### config.mk
export PLATFORM = sky130hd
export DESIGN_NAME = crio_regs
export DESIGN_NICKNAME = d
export VERILOG_FILES = /design/src/core/crio_pkg.sv /design/src/core/crio_dpm.sv /design/src/core/crio_regs.sv
export SDC_FILE = /design/constraint.sdc
export NUM_CORES = 1
export LEC_CHECK = 0
export ABC_CLOCK_PERIOD_IN_PS = 10100
export BUFFER_PORTS_ARGS = -buffer_cell sky130_fd_sc_hd__buf_2
export CAP_MARGIN = 10
export CORE_MARGIN = 2
export CORE_UTILIZATION = 30
export DETAILED_ROUTE_END_ITERATION = 12
export SLEW_MARGIN = 25
export SYNTH_ARGS = -nofsm -noshare
export SYNTH_HDL_FRONTEND = slang
export SYNTH_SLANG_ARGS = --single-unit
### constraint.sdc
create_clock -name core_clk -period 10.1 [get_ports core_clk]
set_input_delay 1.515 -clock core_clk [delete_from_list [all_inputs] [get_ports core_clk]]
set_output_delay 1.515 -clock core_clk [all_outputs]
set_load 0.03 [all_outputs]
### src/core/crio_pkg.sv
// constants and carrier types for the remote i/o register block
package crio_pkg;

  // register addresses
  localparam logic [3:0] ADDR_INPUT  = 4'h0;
  localparam logic [3:0] ADDR_RISE   = 4'h1;
  localparam logic [3:0] ADDR_FALL   = 4'h2;
  localparam logic [3:0] ADDR_OUT    = 4'h3;
  localparam logic [3:0] ADDR_DRV    = 4'h4;
  localparam logic [3:0] ADDR_ANALOG = 4'h5;
  localparam logic [3:0] ADDR_PULSE_DAC_ONE   = 4'h6;
  localparam logic [3:0] ADDR_PULSE_DAC_TWO   = 4'h7;
  localparam logic [3:0] ADDR_ADC    = 4'h8;

  // frame acceptance
  localparam logic [3:0] DLC_REG = 4'h3;

  // analog_setup field positions
  localparam int CONV_BIT = 15;
  localparam int OC_LSB   = 12;
  localparam int MON_LSB  = 8;
  localparam int SW_LSB   = 5;

  // pulse modulator and conversion fields
  localparam int DPM_W    = 10;
  localparam int DPM_LSB  = 6;
  localparam int PULSE_CLKS = 4;

  // pins with special functions
  localparam int PIN_PULSE_DAC_ONE = 10;
  localparam int PIN_PULSE_DAC_TWO = 4;
  localparam int MON_PIN [0:2] = '{7, 9, 8};

  // switch codes
  localparam logic [2:0] SW_NONE     = 3'h0;
  localparam logic [2:0] SW_RESERVED = 3'h7;
  localparam logic [5:0] SW_ONE      = 6'h01;

  localparam logic [15:0] REG_CLEAR = 16'h0000;
  localparam logic [15:0] ALL_FLOAT = 16'hffff;

  typedef enum logic [1:0] {
    CRIO_FR_DATA,
    CRIO_FR_REMOTE,
    CRIO_FR_CAL
  } crio_frame_t;

  typedef enum logic [1:0] {
    CRIO_TX_IDLE,
    CRIO_TX_ARB,
    CRIO_TX_BODY
  } crio_txst_t;

  // frame handed over by the protocol engine after it checked valid
  typedef struct packed {
    crio_frame_t kind;
    logic [3:0]  dlc;
    logic        dir;
    logic [3:0]  addr;
    logic [15:0] value;
  } crio_rx_t;

  // frame handed to the protocol engine: status, address, contents
  typedef struct packed {
    logic        rstd;
    logic        ew;
    logic [1:0]  bm;
    logic [3:0]  addr;
    logic [15:0] value;
  } crio_tx_t;

endpackage

### src/core/crio_dpm.sv
// distributed pulse modulator for one quasi-analog output
`timescale 1ns/1ps

module crio_dpm #(
  parameter int W     = crio_pkg::DPM_W,
  parameter int PULSE = crio_pkg::PULSE_CLKS
) (
  // clock and reset
  input  wire logic         core_clk,
  input  wire logic         sys_rst,
  // level and modulated output
  input  wire logic [W-1:0] level,
  output logic              pulse
);

  localparam int CW = (PULSE > 1) ? $clog2(PULSE) : 1;
  localparam logic [CW-1:0] LAST = CW'(PULSE - 1);

  typedef struct packed {
    logic [CW-1:0] slot;
    logic [W-1:0]  seq;
    logic          pulse;
  } crio_dpm_st_t;

  crio_dpm_st_t st;
  crio_dpm_st_t next_st;
  logic [W-1:0] rev;

  // bit-reversed sequence spreads the pulses evenly over the period
  for (genvar i = 0; i < W; i++)
  begin : g_rev
    assign rev[i] = st.seq[W-1-i];
  end

  always_comb
  begin
    next_st = st;
    if (st.slot == LAST)
    begin
      next_st.slot = '0;
      next_st.seq  = st.seq + 1'b1;
    end
    else
    begin
      next_st.slot = st.slot + 1'b1;
    end
    if (st.slot == LAST)
    begin
      next_st.pulse = (rev < level);
    end
  end

  always_ff @(posedge core_clk or posedge sys_rst)
  begin
    if (sys_rst)
      st <= '0;
    else
      st <= next_st;
  end

  assign pulse = st.pulse;

endmodule

### src/core/crio_regs.sv
// register set and port logic of the remote i/o node
`timescale 1ns/1ps

// Behaviour
// - input_level at 0 reads pin levels; sent on poll or edge
// - edge message loads pin state once control field is sent
// - a later pin change before sending is sent, not the old sample
// - after calibration the input_level contents go out as sign-on
// - rise_capture_cfg at 1: bit set captures rising edges
// - fall_capture_cfg at 2: falling edges; both bits give both edges
// - driver_enable at 4: bit 1 drives pin, 0 floats it
// - output_value at 3 reaches the pins two clocks after the frame is valid
// - convert_start_bit starts conversion, clears after result is sent
// - comparator_state_bits returned on frames addressing analog_setup
// - monitor_route_bits route comparators to pins 7, 9, 8 if driven
// - monitored comparator change with edge and enable sends analog_setup
// - switch_select_bits: 0 none, 1 to 6 one switch, 7 reserved
// - modulator one on pin 10 needs drive enable; output bit inverts
// - value pulses per period, four clocks each, spread evenly
// - pulse_dac_two at 7 drives pin 4 like the first modulator
// - conversion_result at 8; data frame to it starts conversion
// - every length 3 direction 0 data frame except one to conversion_result answered with status, address and contents
// - send length 3 direction 1; accept data, remote, calibration
// - never sends remote frames; overload only as reaction
// - byte one address, bytes two and three value; read-only ignored
module crio_regs #(
  parameter int NPIN = 16
) (
  // clock and reset
  input  wire logic              core_clk,
  input  wire logic              sys_rst,
  // received frames
  input  wire logic              rx_valid,
  input  wire crio_pkg::crio_rx_t rx,
  // transmit request
  output logic                   tx_req,
  input  wire logic              tx_ctrl_sent,
  input  wire logic              tx_done,
  output crio_pkg::crio_tx_t     tx,
  // link status
  input  wire logic              calibrated,
  input  wire logic              mode_change,
  input  wire logic              err_warn,
  input  wire logic [1:0]        bus_mode,
  // port pins
  input  wire logic [NPIN-1:0]   pin_in,
  output logic      [NPIN-1:0]   pin_out,
  output logic      [NPIN-1:0]   pin_oe_n,
  // analog section
  input  wire logic [2:0]        cmp_in,
  output logic      [5:0]        sw_close,
  output logic                   adc_start,
  input  wire logic              adc_done,
  input  wire logic [9:0]        adc_result
);

  localparam int W = crio_pkg::DPM_W;

  typedef struct packed {
    logic [NPIN-1:0]     pin_s1;
    logic [NPIN-1:0]     pin_s2;
    logic [NPIN-1:0]     pin_prev;
    logic [2:0]          cmp_s1;
    logic [2:0]          cmp_s2;
    logic [2:0]          cmp_prev;
    logic [NPIN-1:0]     rise_cfg;
    logic [NPIN-1:0]     fall_cfg;
    logic [NPIN-1:0]     out_val;
    logic [NPIN-1:0]     drv_en;
    logic                conv_bit;
    logic [2:0]          mon;
    logic [2:0]          sw;
    logic [W-1:0]        pulse_dac_one;
    logic [W-1:0]        pulse_dac_two;
    logic [W-1:0]        result;
    logic                reply_pend;
    logic [3:0]          reply_addr;
    logic                ana_pend;
    logic                adc_pend;
    logic                in_pend;
    logic                signon;
    logic                conv_after;
    logic                conv_busy;
    logic                adc_go;
    crio_pkg::crio_txst_t txs;
    crio_pkg::crio_tx_t  tx;
    logic [NPIN-1:0]     pout;
    logic [NPIN-1:0]     poe_n;
    logic [5:0]          swc;
  } crio_st_t;

  crio_st_t        st;
  crio_st_t        next_st;
  logic [NPIN-1:0] edge_ev;
  logic [2:0]      cmp_ev;
  logic [NPIN-1:0] drive;
  logic [15:0]     img;
  logic [15:0]     ana_img;
  logic [3:0]      sel_addr;
  logic            sel;
  logic            sel_rstd;
  logic            start_conv;
  logic            pulse_dac_one_pulse;
  logic            pulse_dac_two_pulse;

  crio_dpm #(
    .W     (W),
    .PULSE (crio_pkg::PULSE_CLKS)
  ) u_pulse_dac_one (
    .core_clk (core_clk),
    .sys_rst  (sys_rst),
    .level    (st.pulse_dac_one),
    .pulse    (pulse_dac_one_pulse)
  );

  crio_dpm #(
    .W     (W),
    .PULSE (crio_pkg::PULSE_CLKS)
  ) u_pulse_dac_two (
    .core_clk (core_clk),
    .sys_rst  (sys_rst),
    .level    (st.pulse_dac_two),
    .pulse    (pulse_dac_two_pulse)
  );

  // edge capture per pin
  assign edge_ev = (st.pin_s2 & ~st.pin_prev & st.rise_cfg)
                 | (~st.pin_s2 & st.pin_prev & st.fall_cfg);

  // comparator monitor events and pin routing
  for (genvar k = 0; k < 3; k++)
  begin : g_mon
    localparam int P = crio_pkg::MON_PIN[k];
    assign cmp_ev[k] = st.mon[k] && st.drv_en[P]
      && ((st.rise_cfg[P] && st.cmp_s2[k] && !st.cmp_prev[k])
       || (st.fall_cfg[P] && !st.cmp_s2[k] && st.cmp_prev[k]));
  end

  // output level per pin, before registering
  for (genvar i = 0; i < NPIN; i++)
  begin : g_pin
    if (i == crio_pkg::PIN_PULSE_DAC_ONE)
    begin : g_d1
      assign drive[i] = st.out_val[i] ^ pulse_dac_one_pulse;
    end
    else if (i == crio_pkg::PIN_PULSE_DAC_TWO)
    begin : g_d2
      assign drive[i] = st.out_val[i] ^ pulse_dac_two_pulse;
    end
    else if (i == crio_pkg::MON_PIN[0])
    begin : g_m1
      assign drive[i] = st.mon[0] ? st.cmp_s2[0] : st.out_val[i];
    end
    else if (i == crio_pkg::MON_PIN[1])
    begin : g_m2
      assign drive[i] = st.mon[1] ? st.cmp_s2[1] : st.out_val[i];
    end
    else if (i == crio_pkg::MON_PIN[2])
    begin : g_m3
      assign drive[i] = st.mon[2] ? st.cmp_s2[2] : st.out_val[i];
    end
    else
    begin : g_plain
      assign drive[i] = st.out_val[i];
    end
  end

  // analog_setup image
  always_comb
  begin
    ana_img = crio_pkg::REG_CLEAR;
    ana_img[crio_pkg::CONV_BIT] = st.conv_bit;
    ana_img[crio_pkg::OC_LSB +: 3] = st.cmp_s2;
    ana_img[crio_pkg::MON_LSB +: 3] = st.mon;
    ana_img[crio_pkg::SW_LSB +: 3] = st.sw;
  end

  // contents of the register being sent
  always_comb
  begin
    img = crio_pkg::REG_CLEAR;
    if (st.tx.addr == crio_pkg::ADDR_INPUT)
      img = 16'(st.pin_s2);
    else if (st.tx.addr == crio_pkg::ADDR_RISE)
      img = 16'(st.rise_cfg);
    else if (st.tx.addr == crio_pkg::ADDR_FALL)
      img = 16'(st.fall_cfg);
    else if (st.tx.addr == crio_pkg::ADDR_OUT)
      img = 16'(st.out_val);
    else if (st.tx.addr == crio_pkg::ADDR_DRV)
      img = 16'(st.drv_en);
    else if (st.tx.addr == crio_pkg::ADDR_ANALOG)
      img = ana_img;
    else if (st.tx.addr == crio_pkg::ADDR_PULSE_DAC_ONE)
      img[crio_pkg::DPM_LSB +: W] = st.pulse_dac_one;
    else if (st.tx.addr == crio_pkg::ADDR_PULSE_DAC_TWO)
      img[crio_pkg::DPM_LSB +: W] = st.pulse_dac_two;
    else if (st.tx.addr == crio_pkg::ADDR_ADC)
      img[crio_pkg::DPM_LSB +: W] = st.result;
  end

  // pick the next message: replies, analog, result, inputs
  always_comb
  begin
    sel      = 1'b1;
    sel_rstd = 1'b0;
    sel_addr = crio_pkg::ADDR_INPUT;
    if (st.reply_pend)
      sel_addr = st.reply_addr;
    else if (st.ana_pend)
      sel_addr = crio_pkg::ADDR_ANALOG;
    else if (st.adc_pend)
      sel_addr = crio_pkg::ADDR_ADC;
    else if (st.in_pend)
      sel_rstd = st.signon;
    else
      sel = 1'b0;
  end

  always_comb
  begin
    next_st    = st;
    start_conv = 1'b0;
    next_st.adc_go   = 1'b0;
    next_st.pin_s1   = pin_in;
    next_st.pin_s2   = st.pin_s1;
    next_st.pin_prev = st.pin_s2;
    next_st.cmp_s1   = cmp_in;
    next_st.cmp_s2   = st.cmp_s1;
    next_st.cmp_prev = st.cmp_s2;

    // transmit sequence; only data frames are ever sent
    case (st.txs)
      crio_pkg::CRIO_TX_IDLE:
      begin
        if (sel)
        begin
          next_st.txs     = crio_pkg::CRIO_TX_ARB;
          next_st.tx.rstd = sel_rstd;
          next_st.tx.ew   = err_warn;
          next_st.tx.bm   = bus_mode;
          next_st.tx.addr = sel_addr;
          next_st.tx.value = crio_pkg::REG_CLEAR;
          if (st.reply_pend)
            next_st.reply_pend = 1'b0;
          else if (st.ana_pend)
            next_st.ana_pend = 1'b0;
          else if (st.adc_pend)
            next_st.adc_pend = 1'b0;
          else
          begin
            next_st.in_pend = 1'b0;
            next_st.signon  = 1'b0;
          end
        end
      end
      crio_pkg::CRIO_TX_ARB:
      begin
        if (tx_ctrl_sent)
        begin
          next_st.tx.value = img;
          next_st.txs      = crio_pkg::CRIO_TX_BODY;
        end
      end
      crio_pkg::CRIO_TX_BODY:
      begin
        if (tx_done)
        begin
          next_st.txs = crio_pkg::CRIO_TX_IDLE;
          if (st.tx.addr == crio_pkg::ADDR_ANALOG && st.conv_after)
          begin
            next_st.conv_after = 1'b0;
            start_conv = 1'b1;
          end
          if (st.tx.addr == crio_pkg::ADDR_ADC)
            next_st.conv_bit = 1'b0;
        end
      end
      default:
      begin
        next_st.txs = crio_pkg::CRIO_TX_IDLE;
      end
    endcase

    // received frames
    if (rx_valid)
    begin
      case (rx.kind)
        crio_pkg::CRIO_FR_DATA:
        begin
          if (rx.dlc == crio_pkg::DLC_REG && !rx.dir)
          begin
            if (rx.addr == crio_pkg::ADDR_RISE)
              next_st.rise_cfg = rx.value[NPIN-1:0];
            else if (rx.addr == crio_pkg::ADDR_FALL)
              next_st.fall_cfg = rx.value[NPIN-1:0];
            else if (rx.addr == crio_pkg::ADDR_OUT)
              next_st.out_val = rx.value[NPIN-1:0];
            else if (rx.addr == crio_pkg::ADDR_DRV)
              next_st.drv_en = rx.value[NPIN-1:0];
            else if (rx.addr == crio_pkg::ADDR_ANALOG)
            begin
              next_st.mon = rx.value[crio_pkg::MON_LSB +: 3];
              next_st.sw  = rx.value[crio_pkg::SW_LSB +: 3];
              if (rx.value[crio_pkg::CONV_BIT])
              begin
                next_st.conv_bit   = 1'b1;
                next_st.conv_after = 1'b1;
              end
            end
            else if (rx.addr == crio_pkg::ADDR_PULSE_DAC_ONE)
              next_st.pulse_dac_one = rx.value[crio_pkg::DPM_LSB +: W];
            else if (rx.addr == crio_pkg::ADDR_PULSE_DAC_TWO)
              next_st.pulse_dac_two = rx.value[crio_pkg::DPM_LSB +: W];
            // other addresses are read-only or unmapped
            if (rx.addr == crio_pkg::ADDR_ADC)
              start_conv = 1'b1;
            else
            begin
              next_st.reply_pend = 1'b1;
              next_st.reply_addr = rx.addr;
            end
          end
        end
        crio_pkg::CRIO_FR_REMOTE:
        begin
          if (rx.dlc == crio_pkg::DLC_REG && rx.dir)
            next_st.in_pend = 1'b1;
        end
        default:
        begin
          next_st.in_pend = next_st.in_pend;
        end
      endcase
    end

    // conversion handshake with the converter
    if (start_conv && !st.conv_busy)
    begin
      next_st.adc_go    = 1'b1;
      next_st.conv_busy = 1'b1;
    end
    if (adc_done && st.conv_busy)
    begin
      next_st.result    = adc_result;
      next_st.conv_busy = 1'b0;
      next_st.adc_pend  = 1'b1;
    end

    // events set after the clears so a same-cycle event is kept
    if (|edge_ev)
      next_st.in_pend = 1'b1;
    if (|cmp_ev)
      next_st.ana_pend = 1'b1;
    if (calibrated)
    begin
      next_st.in_pend = 1'b1;
      next_st.signon  = 1'b1;
    end

    // pin and switch drive
    next_st.pout  = drive;
    next_st.poe_n = ~st.drv_en;
    if (st.sw == crio_pkg::SW_NONE || st.sw == crio_pkg::SW_RESERVED)
      next_st.swc = '0;
    else
      next_st.swc = 6'(crio_pkg::SW_ONE << (st.sw - 3'h1));

    // bus mode change returns everything to the fail-safe state
    if (mode_change)
    begin
      next_st.rise_cfg   = '0;
      next_st.fall_cfg   = '0;
      next_st.out_val    = '0;
      next_st.drv_en     = '0;
      next_st.conv_bit   = 1'b0;
      next_st.mon        = '0;
      next_st.sw         = '0;
      next_st.pulse_dac_one       = '0;
      next_st.pulse_dac_two       = '0;
      next_st.result     = '0;
      next_st.reply_pend = 1'b0;
      next_st.ana_pend   = 1'b0;
      next_st.adc_pend   = 1'b0;
      next_st.in_pend    = 1'b0;
      next_st.signon     = 1'b0;
      next_st.conv_after = 1'b0;
      next_st.conv_busy  = 1'b0;
      next_st.adc_go     = 1'b0;
      next_st.txs        = crio_pkg::CRIO_TX_IDLE;
      next_st.poe_n      = crio_pkg::ALL_FLOAT[NPIN-1:0];
      next_st.swc        = '0;
    end
  end

  always_ff @(posedge core_clk or posedge sys_rst)
  begin
    if (sys_rst)
    begin
      st       <= '0;
      st.poe_n <= crio_pkg::ALL_FLOAT[NPIN-1:0];
    end
    else
    begin
      st <= next_st;
    end
  end

  // outputs
  assign tx_req    = (st.txs != crio_pkg::CRIO_TX_IDLE);
  assign tx        = st.tx;
  assign pin_out   = st.pout;
  assign pin_oe_n  = st.poe_n;
  assign sw_close  = st.swc;
  assign adc_start = st.adc_go;

endmodule

==> impl_results.md, run 1 <==
* Run status: finished, final reports clean
* Mean post-synth cell area at 10.68 µm²
* Routed wl met2 at 15340 µm
* CP required at 8.59 ns
* Port Buffers at 130
* Top sig layer: met5
* YS warnings at 0
* Setup crit start: st[63]
* CTS H-tree lvls at 1
* Reg area at 0.006528 mm²
* Residual DRC at 0
* Post-Synthesis Net Count at 1195
* Worst Tran Pin Value at 1.009 ns
* Antenna Nets Post-Route at 0
* Iteration-0 DRC count of the detailed router at 870
* Pins over their slew limit at 0
* Clk_skew at 0.01954 ns
* Max Cap Violations at 0
* Multi-input logic area at 0.004418 mm²
* Setup bufs post-CTS at 0
* Startpoint types: register
* Reg2reg end: tx[11]
* Final setup violation count at 0
* Fin worst setup slack at 6.667 ns
* Vias per cell at 5.148
* Share of cells above drive strength 1 at 0.2080
* Largest net degree at the start of global routing at 104
* Reg2Reg Depth at 6
* Worst Min Path Start: next_st[215]
* Total grt overflow at 0
* Post-Syn Instances at 1105
* # IOs at 131
* Vias at 8737
* Fill cells at 3910
* Final nets at 1245
* Starting Density at 0.3047
* Placed instance area at 0.01246 mm²
* Seq/Total Area, Yosys at 0.5528
* Final Power at 2.365 mW
* Setup TNS at 0 ns
* Initial antenna violation count at 4
* Post-synth EDFFs at 0
* GR Util All Layers at 0.1681
* HPWL after detailed placement at 24790 µm
* Post-synthesis cell type count at 68
* CP max FO at 6
* Iteration count of the initial detailed-routing pass at 5
* Pwr per Cell Area at 176.6 mW/mm²
* Clock Sinks at 260
* # hold bufs at CTS at 0
* Maximum vdd drop at 133.3 µV
* Area growth, synth to finish at 13.43%
* Number of global-route vias before repair at 8552
* Final wirelength at 34870 µm
* Place WS at 6.380 ns
* Global-route wire length before repair at 52900 µm
* Final hold viol count at 0
* CTS tree: yes
* Crit end category: output port
* Fmax at 291.3 MHz
* WL met1 at 15200 µm
* Clk Latency, worst-skew pair at 0.55 ns
* Clk buf depth at 3
* Core area at 0.03874 mm²
* Root Buffer: clkbuf_16
* Critical path capture point: tx_req
* Core Rows at 72
* Met3 WL at 2876 µm
* # resized after CTS at 0
* Post-synth ARST share at 1.000
* Post-Layout Cell Count at 1697
* Clk slew on worst S/H paths at 0.06 ns
* Routed WL per cell at 20.55 µm
* Period utilization at 0.3399
* #FFs+latches synth at 260
* Mapped Area at 0.01181 mm²
* Reg-to-reg startpoint: tx[16]
* Area of the die at 0.04095 mm²
* Chip width at 202.4 µm
* Dpl cells at 1642
* Design area at 0.01339 mm²
* Worst hold path class: reg -> reg
* Placer Congestion at 0.8726
* Worst EP arrival at 1.92 ns
* Clock period minus worst slack at 3.433 ns
* Relative slew slack at 0.3273
* RSZ-0062 raised after global routing: no
* Synth Flop Type: dfrtp_1
* Worst Path Class, Setup: reg -> out
* Die Y at 202.4 µm
* TritonCTS Buffers at 29
* Pleak at 5.944 nW
* Flop2flop setup slack at 7.38 ns
[stage by stage]
stage	util	hold WS (ns)
floorplan	-	0.3312
global placement	0.3216	0.3350
detailed placement	0.3216	0.3347
CTS	0.3453	0.3401
global route	0.3456	0.3551
finish	0.3457	0.3416
[how the worst min path moves through the flow]
stage,to,slack [ns],cells past startpoint
floorplan,ana_img[12],0.33,0
global placement,next_st[200],0.33,0
global route,next_st[191],0.36,0
CTS,next_st[199],0.34,0
finish,next_st[199],0.34,0
detailed placement,next_st[193],0.33,0
[state kept, by name, summed over array words and instances, names as in the netlist]
register               count
u_pulse_dac_one.st         2
u_pulse_dac_one.pulse      1
ana_img                   10
pin_out                   16
tx                        24
u_pulse_dac_two.pulse      1
drive                     11
next_st                   35
u_pulse_dac_two.st         2
pin_oe_n                  16
u_pulse_dac_two.rev       10
adc_start                  1
u_pulse_dac_one.rev       10
st                       115
sw_close                   6
[per-layer routing]
layer	global-route usage	vias up
li1	-	3946
met1	0.2389	4325
met2	0.2535	386
met3	0.02822	76
met4	0.06986	4
met5	0	-
[worst max-delay path: stages (launching register included)]
cell     delay (ns)
dfrtp_1        0.42
nor2_1         0.47
inv_1          0.23
buf_2          0.24
[Yosys cell counts (16+ instances only)]
| library cell | instances | area, µm² |
|---|---|---|
| nor2_1 | 42 | 157.7 |
| a21oi_1 | 81 | 405.4 |
| dfstp_2 | 16 | 420.4 |
| o21ai_0 | 52 | 260.3 |
| nand2_1 | 136 | 510.5 |
| nand2b_1 | 26 | 162.7 |
| clkbuf_1 | 37 | 138.9 |
| nand3_1 | 28 | 140.1 |
| o22ai_1 | 18 | 112.6 |
| dfrtp_1 | 244 | 6106 |
| mux2_2 | 20 | 225.2 |
| o21ai_1 | 19 | 95.09 |
| a22o_1 | 63 | 551.8 |
| buf_4 | 63 | 473.0 |
| ha_1 | 23 | 287.8 |
| inv_1 | 30 | 112.6 |
| buf_2 | 18 | 90.09 |
[power breakdown]
group | switching [mW] | internal [mW]
Combinational | 0.183 | 0.0753
Clock | 0.430 | 0.583
Sequential | 0.0255 | 1.07
Total | 0.639 | 1.73
[area by class of cell]
type | count | area share
clock inverter | 16 | 0.008877
antenna | 1 | 0.0001869
inverter | 32 | 0.009531
sequential | 260 | 0.4875
clock buffer | 38 | 0.05971
tap | 518 | 0.04840
multi-input combinational | 690 | 0.3299
timing repair buffer | 142 | 0.05588
[cells in the final DEF, fill, tap and decap left out, types with 6 or more instances in the layout]
cell type,n
clkbuf_16,29
o21ai_0,52
nand3b_1,9
clkinv_2,10
buf_2,130
nor4_1,6
mux2_2,20
a21oi_1,81
nor2b_1,14
ha_1,23
a2bb2oi_1,6
nand2b_1,26
a31oi_1,6
o22ai_1,18
xnor2_1,13
nand3_1,28
o21ai_1,19
nor3_1,10
mux2i_1,12
nor2_1,42
a211oi_1,7
xor2_1,9
nand2_1,136
buf_4,10
nand4_1,10
inv_1,29
dfrtp_1,243
a22o_1,63
dfstp_2,16
[cell families after synthesis]
family / count (synthesis) / synth area share
buf+inv: 155 / 0.07313
flops: 260 / 0.5528
xor+xnor: 22 / 0.01632
compound gates: 298 / 0.1692
mux: 32 / 0.02925
simple gates: 315 / 0.1349
fa+ha+maj: 23 / 0.02438
No activity file was read; power rests on OpenSTA's default activity.
==> inputs of run 2 (changes only) <==
--- a/config.mk
+++ b/config.mk
@@ -5,7 +5,7 @@
 export SDC_FILE = /design/constraint.sdc
 export NUM_CORES = 1
 export LEC_CHECK = 0
-export ABC_CLOCK_PERIOD_IN_PS = 10100
+export ABC_CLOCK_PERIOD_IN_PS = 3600
 export BUFFER_PORTS_ARGS = -buffer_cell sky130_fd_sc_hd__buf_2
 export CAP_MARGIN = 10
 export CORE_MARGIN = 2
==> constraint.sdc (replaced) <==
create_clock -name core_clk -period 3.6 [get_ports core_clk]
set_input_delay 0.54 -clock core_clk [delete_from_list [all_inputs] [get_ports core_clk]]
set_output_delay 0.54 -clock core_clk [all_outputs]
set_load 0.03 [all_outputs]
==> run 2 against run 1 <==
Net effect:
- critical path depth shrank 1
- combinational power grew to 2.7 times the previous value
- register-to-register slack lost 6.3 ns
- via count grew 1.7%
- worst setup slack lost 5.5 ns
- total power grew to 2.8 times the previous value
- critical endpoint is now tx[16]
- largest power group unchanged
==> impl_results.md, run 2 (same netlist as run 1, synthesis figures left out) <==
* Number of global-route vias before repair at 8783
* GR Util All Layers at 0.1724
* Design area at 0.01349 mm²
* RSZ-0062 raised after global routing: no
* CP required at 3.06 ns
* Iteration count of the initial detailed-routing pass at 5
* Place WS at 0.8356 ns
* WL met1 at 15420 µm
* Chip width at 202.4 µm
* Global-route wire length before repair at 54590 µm
* Pins over their slew limit at 0
* Setup bufs post-CTS at 0
* Reg-to-reg startpoint: tx[16]
* Worst hold path class: in -> async
* Worst Path Class, Setup: reg -> out
* Vias at 8888
* Core area at 0.03874 mm²
* Clk_skew at 0.02891 ns
* Flop2flop setup slack at 1.13 ns
* Clk buf depth at 3
* Run status: finished, final reports clean
* Fmax at 404.1 MHz
* Antenna Nets Post-Route at 0
* Period utilization at 0.6874
* # hold bufs at CTS at 0
* Final hold viol count at 0
* # IOs at 131
* Clk slew on worst S/H paths at 0.06 ns
* Iteration-0 DRC count of the detailed router at 902
* Pleak at 5.997 nW
* Residual DRC at 0
* Vias per cell at 5.228
* # resized after CTS at 0
* CTS tree: yes
* Most frequent cells in the layout: dfrtp_1 (243), nand2_1 (136), buf_2 (130)
* Share of cells above drive strength 1 at 0.2100
* Routed wl met2 at 15880 µm
* Starting Density at 0.3047
* CP max FO at 26
* Port Buffers at 130
* Fill cells at 3878
* Largest Register: st
* Routed WL per cell at 20.84 µm
* Final nets at 1252
* Max Cap Violations at 0
* Max reg flops at 115
* Reg2reg end: adc_start
* Multi-input logic area at 0.004423 mm²
* Area of the die at 0.04095 mm²
* Area growth, synth to finish at 14.28%
* Total grt overflow at 0
* TritonCTS Buffers at 28
* Final setup violation count at 0
* Worst Tran Pin Value at 0.9915 ns
* Core Rows at 72
* Clock period minus worst slack at 2.475 ns
* Final wirelength at 35430 µm
* Die Y at 202.4 µm
* Met3 WL at 2900 µm
* Worst EP arrival at 1.93 ns
* Crit end category: output port
* Placed instance area at 0.01253 mm²
* Reg2Reg Depth at 5
* Reg area at 0.006528 mm²
* Maximum vdd drop at 300.9 µV
* HPWL after detailed placement at 25630 µm
* Placer Congestion at 0.9334
* Initial antenna violation count at 3
* Top sig layer: met5
* Fin worst setup slack at 1.125 ns
* Startpoint types: register
* Relative slew slack at 0.3390
* Largest net degree at the start of global routing at 97
* Clock Sinks at 260
* Clk Latency, worst-skew pair at 0.56 ns
* CTS H-tree lvls at 1
* Most common cell after layout, fill and taps aside: dfrtp_1
* Root Buffer: clkbuf_16
* Pwr per Cell Area at 498.2 mW/mm²
-- run 2: cell count changes in the layout (fill, tap and decap cells not counted), moves of 2 or more --
cell and delta:
buf_12 +2, buf_4 +7, bufinv_16 +2, clkinv_2 -4
-- run 2: final cells by class --
class                   instances  share of cell area
clock buffers                  37             0.05815
multi-input cells             690              0.3279
flip-flops and latches        260              0.4839
clock inverters                12             0.01122
inverters                      32            0.009182
repair buffers                150             0.06149
well taps                     518             0.04804
diodes                          1           0.0001855
-- run 2: worst max-delay path by stage --
stage            start        end  slack [ns]  cells after the start
2_1_floorplan  sys_rst  adc_start       -0.35                      1
3_3_place_gp    rx[18]    st[114]        0.85                      5
3_5_place_dp    rx[18]    st[115]        0.84                      5
4_1_cts         tx[16]     tx[16]        1.10                      2
5_1_grt         tx[16]     tx[16]        1.02                      2
6_report        tx[16]     tx[16]        1.13                      2
-- run 2: stage by stage --
step	util	TNS, ns	power, mW	instances	hold slack [ns]
global placement	0.3235	0	3.835	1649	0.3354
detailed placement	0.3235	0	3.840	1649	0.3355
CTS	0.3477	0	6.785	1698	0.05906
global route	0.3483	0	6.983	1700	0.07122
finish	0.3483	0	6.721	1700	0.06557
floorplan	-	-86.50	3.605	1105	0.3312
-- run 2: metal layers --
| metal | global-route usage | up-vias |
|---|---|---|
| met4 | 0.05970 | 4 |
| met2 | 0.2665 | 382 |
| li1 | - | 3969 |
| met1 | 0.2419 | 4462 |
| met5 | 0 | - |
| met3 | 0.03257 | 71 |
-- run 2: power by group --
part,internal (mW),switching [mW]
Combinational,0.219,0.484
Clock,1.74,1.19
Sequential,3.00,0.0969
-- run 2: critical path, stage by stage, from the launching register on --
cell     delay, ns
dfrtp_2       0.66
buf_4         0.44
buf_2         0.27
==> inputs of run 3 (changes only) <==
--- a/config.mk
+++ b/config.mk
@@ -5,7 +5,8 @@
 export SDC_FILE = /design/constraint.sdc
 export NUM_CORES = 1
 export LEC_CHECK = 0
-export ABC_CLOCK_PERIOD_IN_PS = 3600
+export ABC_AREA = 1
+export ABC_CLOCK_PERIOD_IN_PS = 2600
 export BUFFER_PORTS_ARGS = -buffer_cell sky130_fd_sc_hd__buf_2
 export CAP_MARGIN = 10
 export CORE_MARGIN = 2
==> constraint.sdc (replaced) <==
create_clock -name core_clk -period 2.6 [get_ports core_clk]
set_input_delay 0.39 -clock core_clk [delete_from_list [all_inputs] [get_ports core_clk]]
set_output_delay 0.39 -clock core_clk [all_outputs]
set_load 0.03 [all_outputs]
==> run 3 against run 2 <==
Net effect:
- wire length decreased by 0.40%
- area after synthesis decreased by 0.93%
- final area up 2.7%
- via count up 2.7%
- global-route usage increased by 0.16 points
- non-clock buffer count up 28
- clock skew shrank 0.019 ns
- final cell count up 13%
- sequential cell count is the same
- sequential power is 38% higher
- clock power increased by 52%
- combinational power rose by 29%
- highest routed layer is now met4
==> impl_results.md, run 3 <==
* Crit end category: register
* Post-synth ARST share at 1.000
* Routed WL per cell at 18.29 µm
* Clock Power Share at 0.463
* Post-Layout Cell Count at 1929
* Area growth, synth to finish at 18.47%
* YS warnings at 0
* Iteration count of the initial detailed-routing pass at 7
* Pint at 7.092 mW
* Pwr per Cell Area at 692.8 mW/mm²
* Starting Density at 0.3033
* Area leader, netlist: dfrtp_1
* Most frequent cells in the layout: nand2_1 (262), dfrtp_1 (244), inv_1 (172)
* Pins over their slew limit at 0
* Relative slew slack at 0.4570
* Core area at 0.03856 mm²
* Final nets at 1475
* Switch share at 0.2611
* # IOs at 131
* Area share of the largest cell type after synthesis at 0.5221
* Mapped Area at 0.01169 mm²
* Most common cell after layout, fill and taps aside: nand2_1
* Die Y at 201.4 µm
* Compound-Gate Fraction of Synth Area at 0.1025
* #FFs+latches synth at 260
* Synth Flop Type: dfrtp_1
* Global-route wire length before repair at 54400 µm
* RSZ-0062 raised after global routing: no
* Vias per cell at 4.733
* Post-synth EDFFs at 0
* Clock Sinks at 260
* Total grt overflow at 0
* Synth top area cells: dfrtp_1 (52%), nand2_1 (8.4%), inv_1 (5.6%), buf_4 (4.3%), dfstp_2 (3.6%)
* Post-synth top cells: nand2_1 (262), dfrtp_1 (244), inv_1 (173)
* Final hold viol count at 0
* Reg power frac at 0.442
* Post-Syn Instances at 1276
* Fmax at 442.4 MHz
* Multi-input logic area at 0.003835 mm²
* Comb power frac at 0.095
* # resized after CTS at 0
* Worst EP arrival at 2.74 ns
* Period utilization at 0.8693
* Share of cells above drive strength 1 at 0.1804
* Dpl cells at 1849
* Vias at 9130
* Clk Latency, worst-skew pair at 0.58 ns
* Seq/Total Area, Yosys at 0.5580
* Most frequent cell after synthesis: nand2_1
* Residual DRC at 0
* Number of global-route vias before repair at 9126
* Startpoint types: register
* Initial antenna violation count at 3
* Port Buffers at 130
* Antenna Nets Post-Route at 0
* Area of the die at 0.04058 mm²
* Worst Path Class, Setup: reg -> reg
* CTS tree: yes
* Max Cap Violations at 0
* Iteration-0 DRC count of the detailed router at 687
* CTS H-tree lvls at 1
* Final setup violation count at 0
* Main combinational cell family by area after synthesis: simple AND/OR/NAND/NOR gates
* Max reg flops at 115
* Post-synthesis adder-cell area fraction at 0.02461
* Synth Area in Simple Gates at 0.1839
* Worst hold path class: in -> reg
* HPWL after detailed placement at 26390 µm
* Root Buffer: clkbuf_16
* Setup TNS at 0 ns
* Mux contribution to synthesized area at 0.001926
* Pleak at 6.516 nW
* Maximum vdd drop at 448.5 µV
* # hold bufs at CTS at 23
* CP required at 3.08 ns
* GR Util All Layers at 0.1740
* TritonCTS Buffers at 29
* Clock period minus worst slack at 2.260 ns
* Clk buf depth at 3
* Core Rows at 72
* Clk slew on worst S/H paths at 0.06 ns
* Largest net degree at the start of global routing at 68
* Post-synthesis cell type count at 47
* CP max FO at 7
* Clk_skew at 0.01035 ns
* Chip width at 201.4 µm
* Mean post-synth cell area at 9.165 µm²
* Fill cells at 3921
* Synth Area in XOR/XNOR at 0.01498
* Post-Synthesis Net Count at 1366
* Setup bufs post-CTS at 0
* Worst Tran Pin Value at 0.8136 ns
* Largest Register: st
* Reg area at 0.006526 mm²
* Placer Congestion at 0.9333
* Net Switching at 2.506 mW
* Run status: finished, final reports clean
* Final wirelength at 35290 µm
==> run 3: cell count changes in the layout (fill, tap and decap cells not counted), sizes merged, moves of 15 or more <==
cell	delta
a21oi	-49
a22o	-63
dlygate4sd3	+23
inv	+151
mux2	-18
nand2	+129
nand2b	-26
nand3	+58
nor2	+35
nor2b	-15
nor3	+17
o22ai	+38
==> run 3: logic make-up (layout without fill, tap and decap cells) <==
logic type	after synthesis	after routing
buffers and inverters	279	411
multiplexers	2	2
flip-flops	260	260
adder cells (fa/ha/maj)	23	23
AND/OR/NAND/NOR	488	488
XOR/XNOR	20	20
other	0	3
AO/OA/AOI/OAI	204	204
==> run 3: layer usage <==
metal  track usage  share of wire  up-vias
li1              -              -     4322
met1        0.2472           0.46     4368
met2        0.2502           0.42      363
met3       0.04503          0.083       77
met4       0.07353          0.038        0
met5             0              0        -
==> run 3: worst max-delay path, cell delays in order (launching register included) <==
cell and delay (ns):
dfrtp_1 0.47, inv_1 0.11, nor2_4 0.20, nand2_1 0.20, inv_1 0.27, nand3_1 0.21, o22ai_1 0.42, nor3b_1 0.27
==> run 3: metrics by stage <==
step / area (µm²) / utilization / hold slack, ns / worst slack [ns] / power, mW
2_1_floorplan: 11700 / - / 0.3312 / -1.205 / 4.893
3_3_place_gp: 12570 / 0.3261 / 0.3338 / 0.3594 / 5.189
5_1_grt: 13850 / 0.3593 / 0.07436 / 0.2640 / 9.962
4_1_cts: 13850 / 0.3591 / 0.06406 / 0.3961 / 9.709
6_report: 13850 / 0.3593 / 0.07943 / 0.3398 / 9.599
3_5_place_dp: 12570 / 0.3261 / 0.3347 / 0.3418 / 5.194
==> run 3: final timing paths <==
check                         startpoint            to  slack [ns]  cells after the start
max                               tx[18]     adc_start        0.34                      7
min                        adc_result[8]        st[84]        0.08                      3
max reg2reg                       tx[18]     adc_start        0.34                      7
min reg2reg                 next_st[210]  next_st[194]        0.34                      0
max in group asynchronous        sys_rst       st[105]        1.36                      4
min in group asynchronous        sys_rst       st[116]        0.46                      3
==> run 3: layout make-up <==
type / instances / share of cell area
flip-flops and latches: 260 / 0.4711
multi-input cells: 737 / 0.2768
diodes: 3 / 0.0005419
clock inverters: 19 / 0.01842
well taps: 518 / 0.04678
clock buffers: 35 / 0.05690
inverters: 179 / 0.04877
repair buffers: 178 / 0.08074
==> run 3: power by group through the flow <==
stage	clock network (mW)	logic, mW	registers [mW]
2_1_floorplan	0	0.605	4.29
3_3_place_gp	0	0.874	4.31
3_5_place_dp	0	0.877	4.32
4_1_cts	4.56	0.908	4.24
5_1_grt	4.72	0.986	4.26
6_report	4.45	0.908	4.25
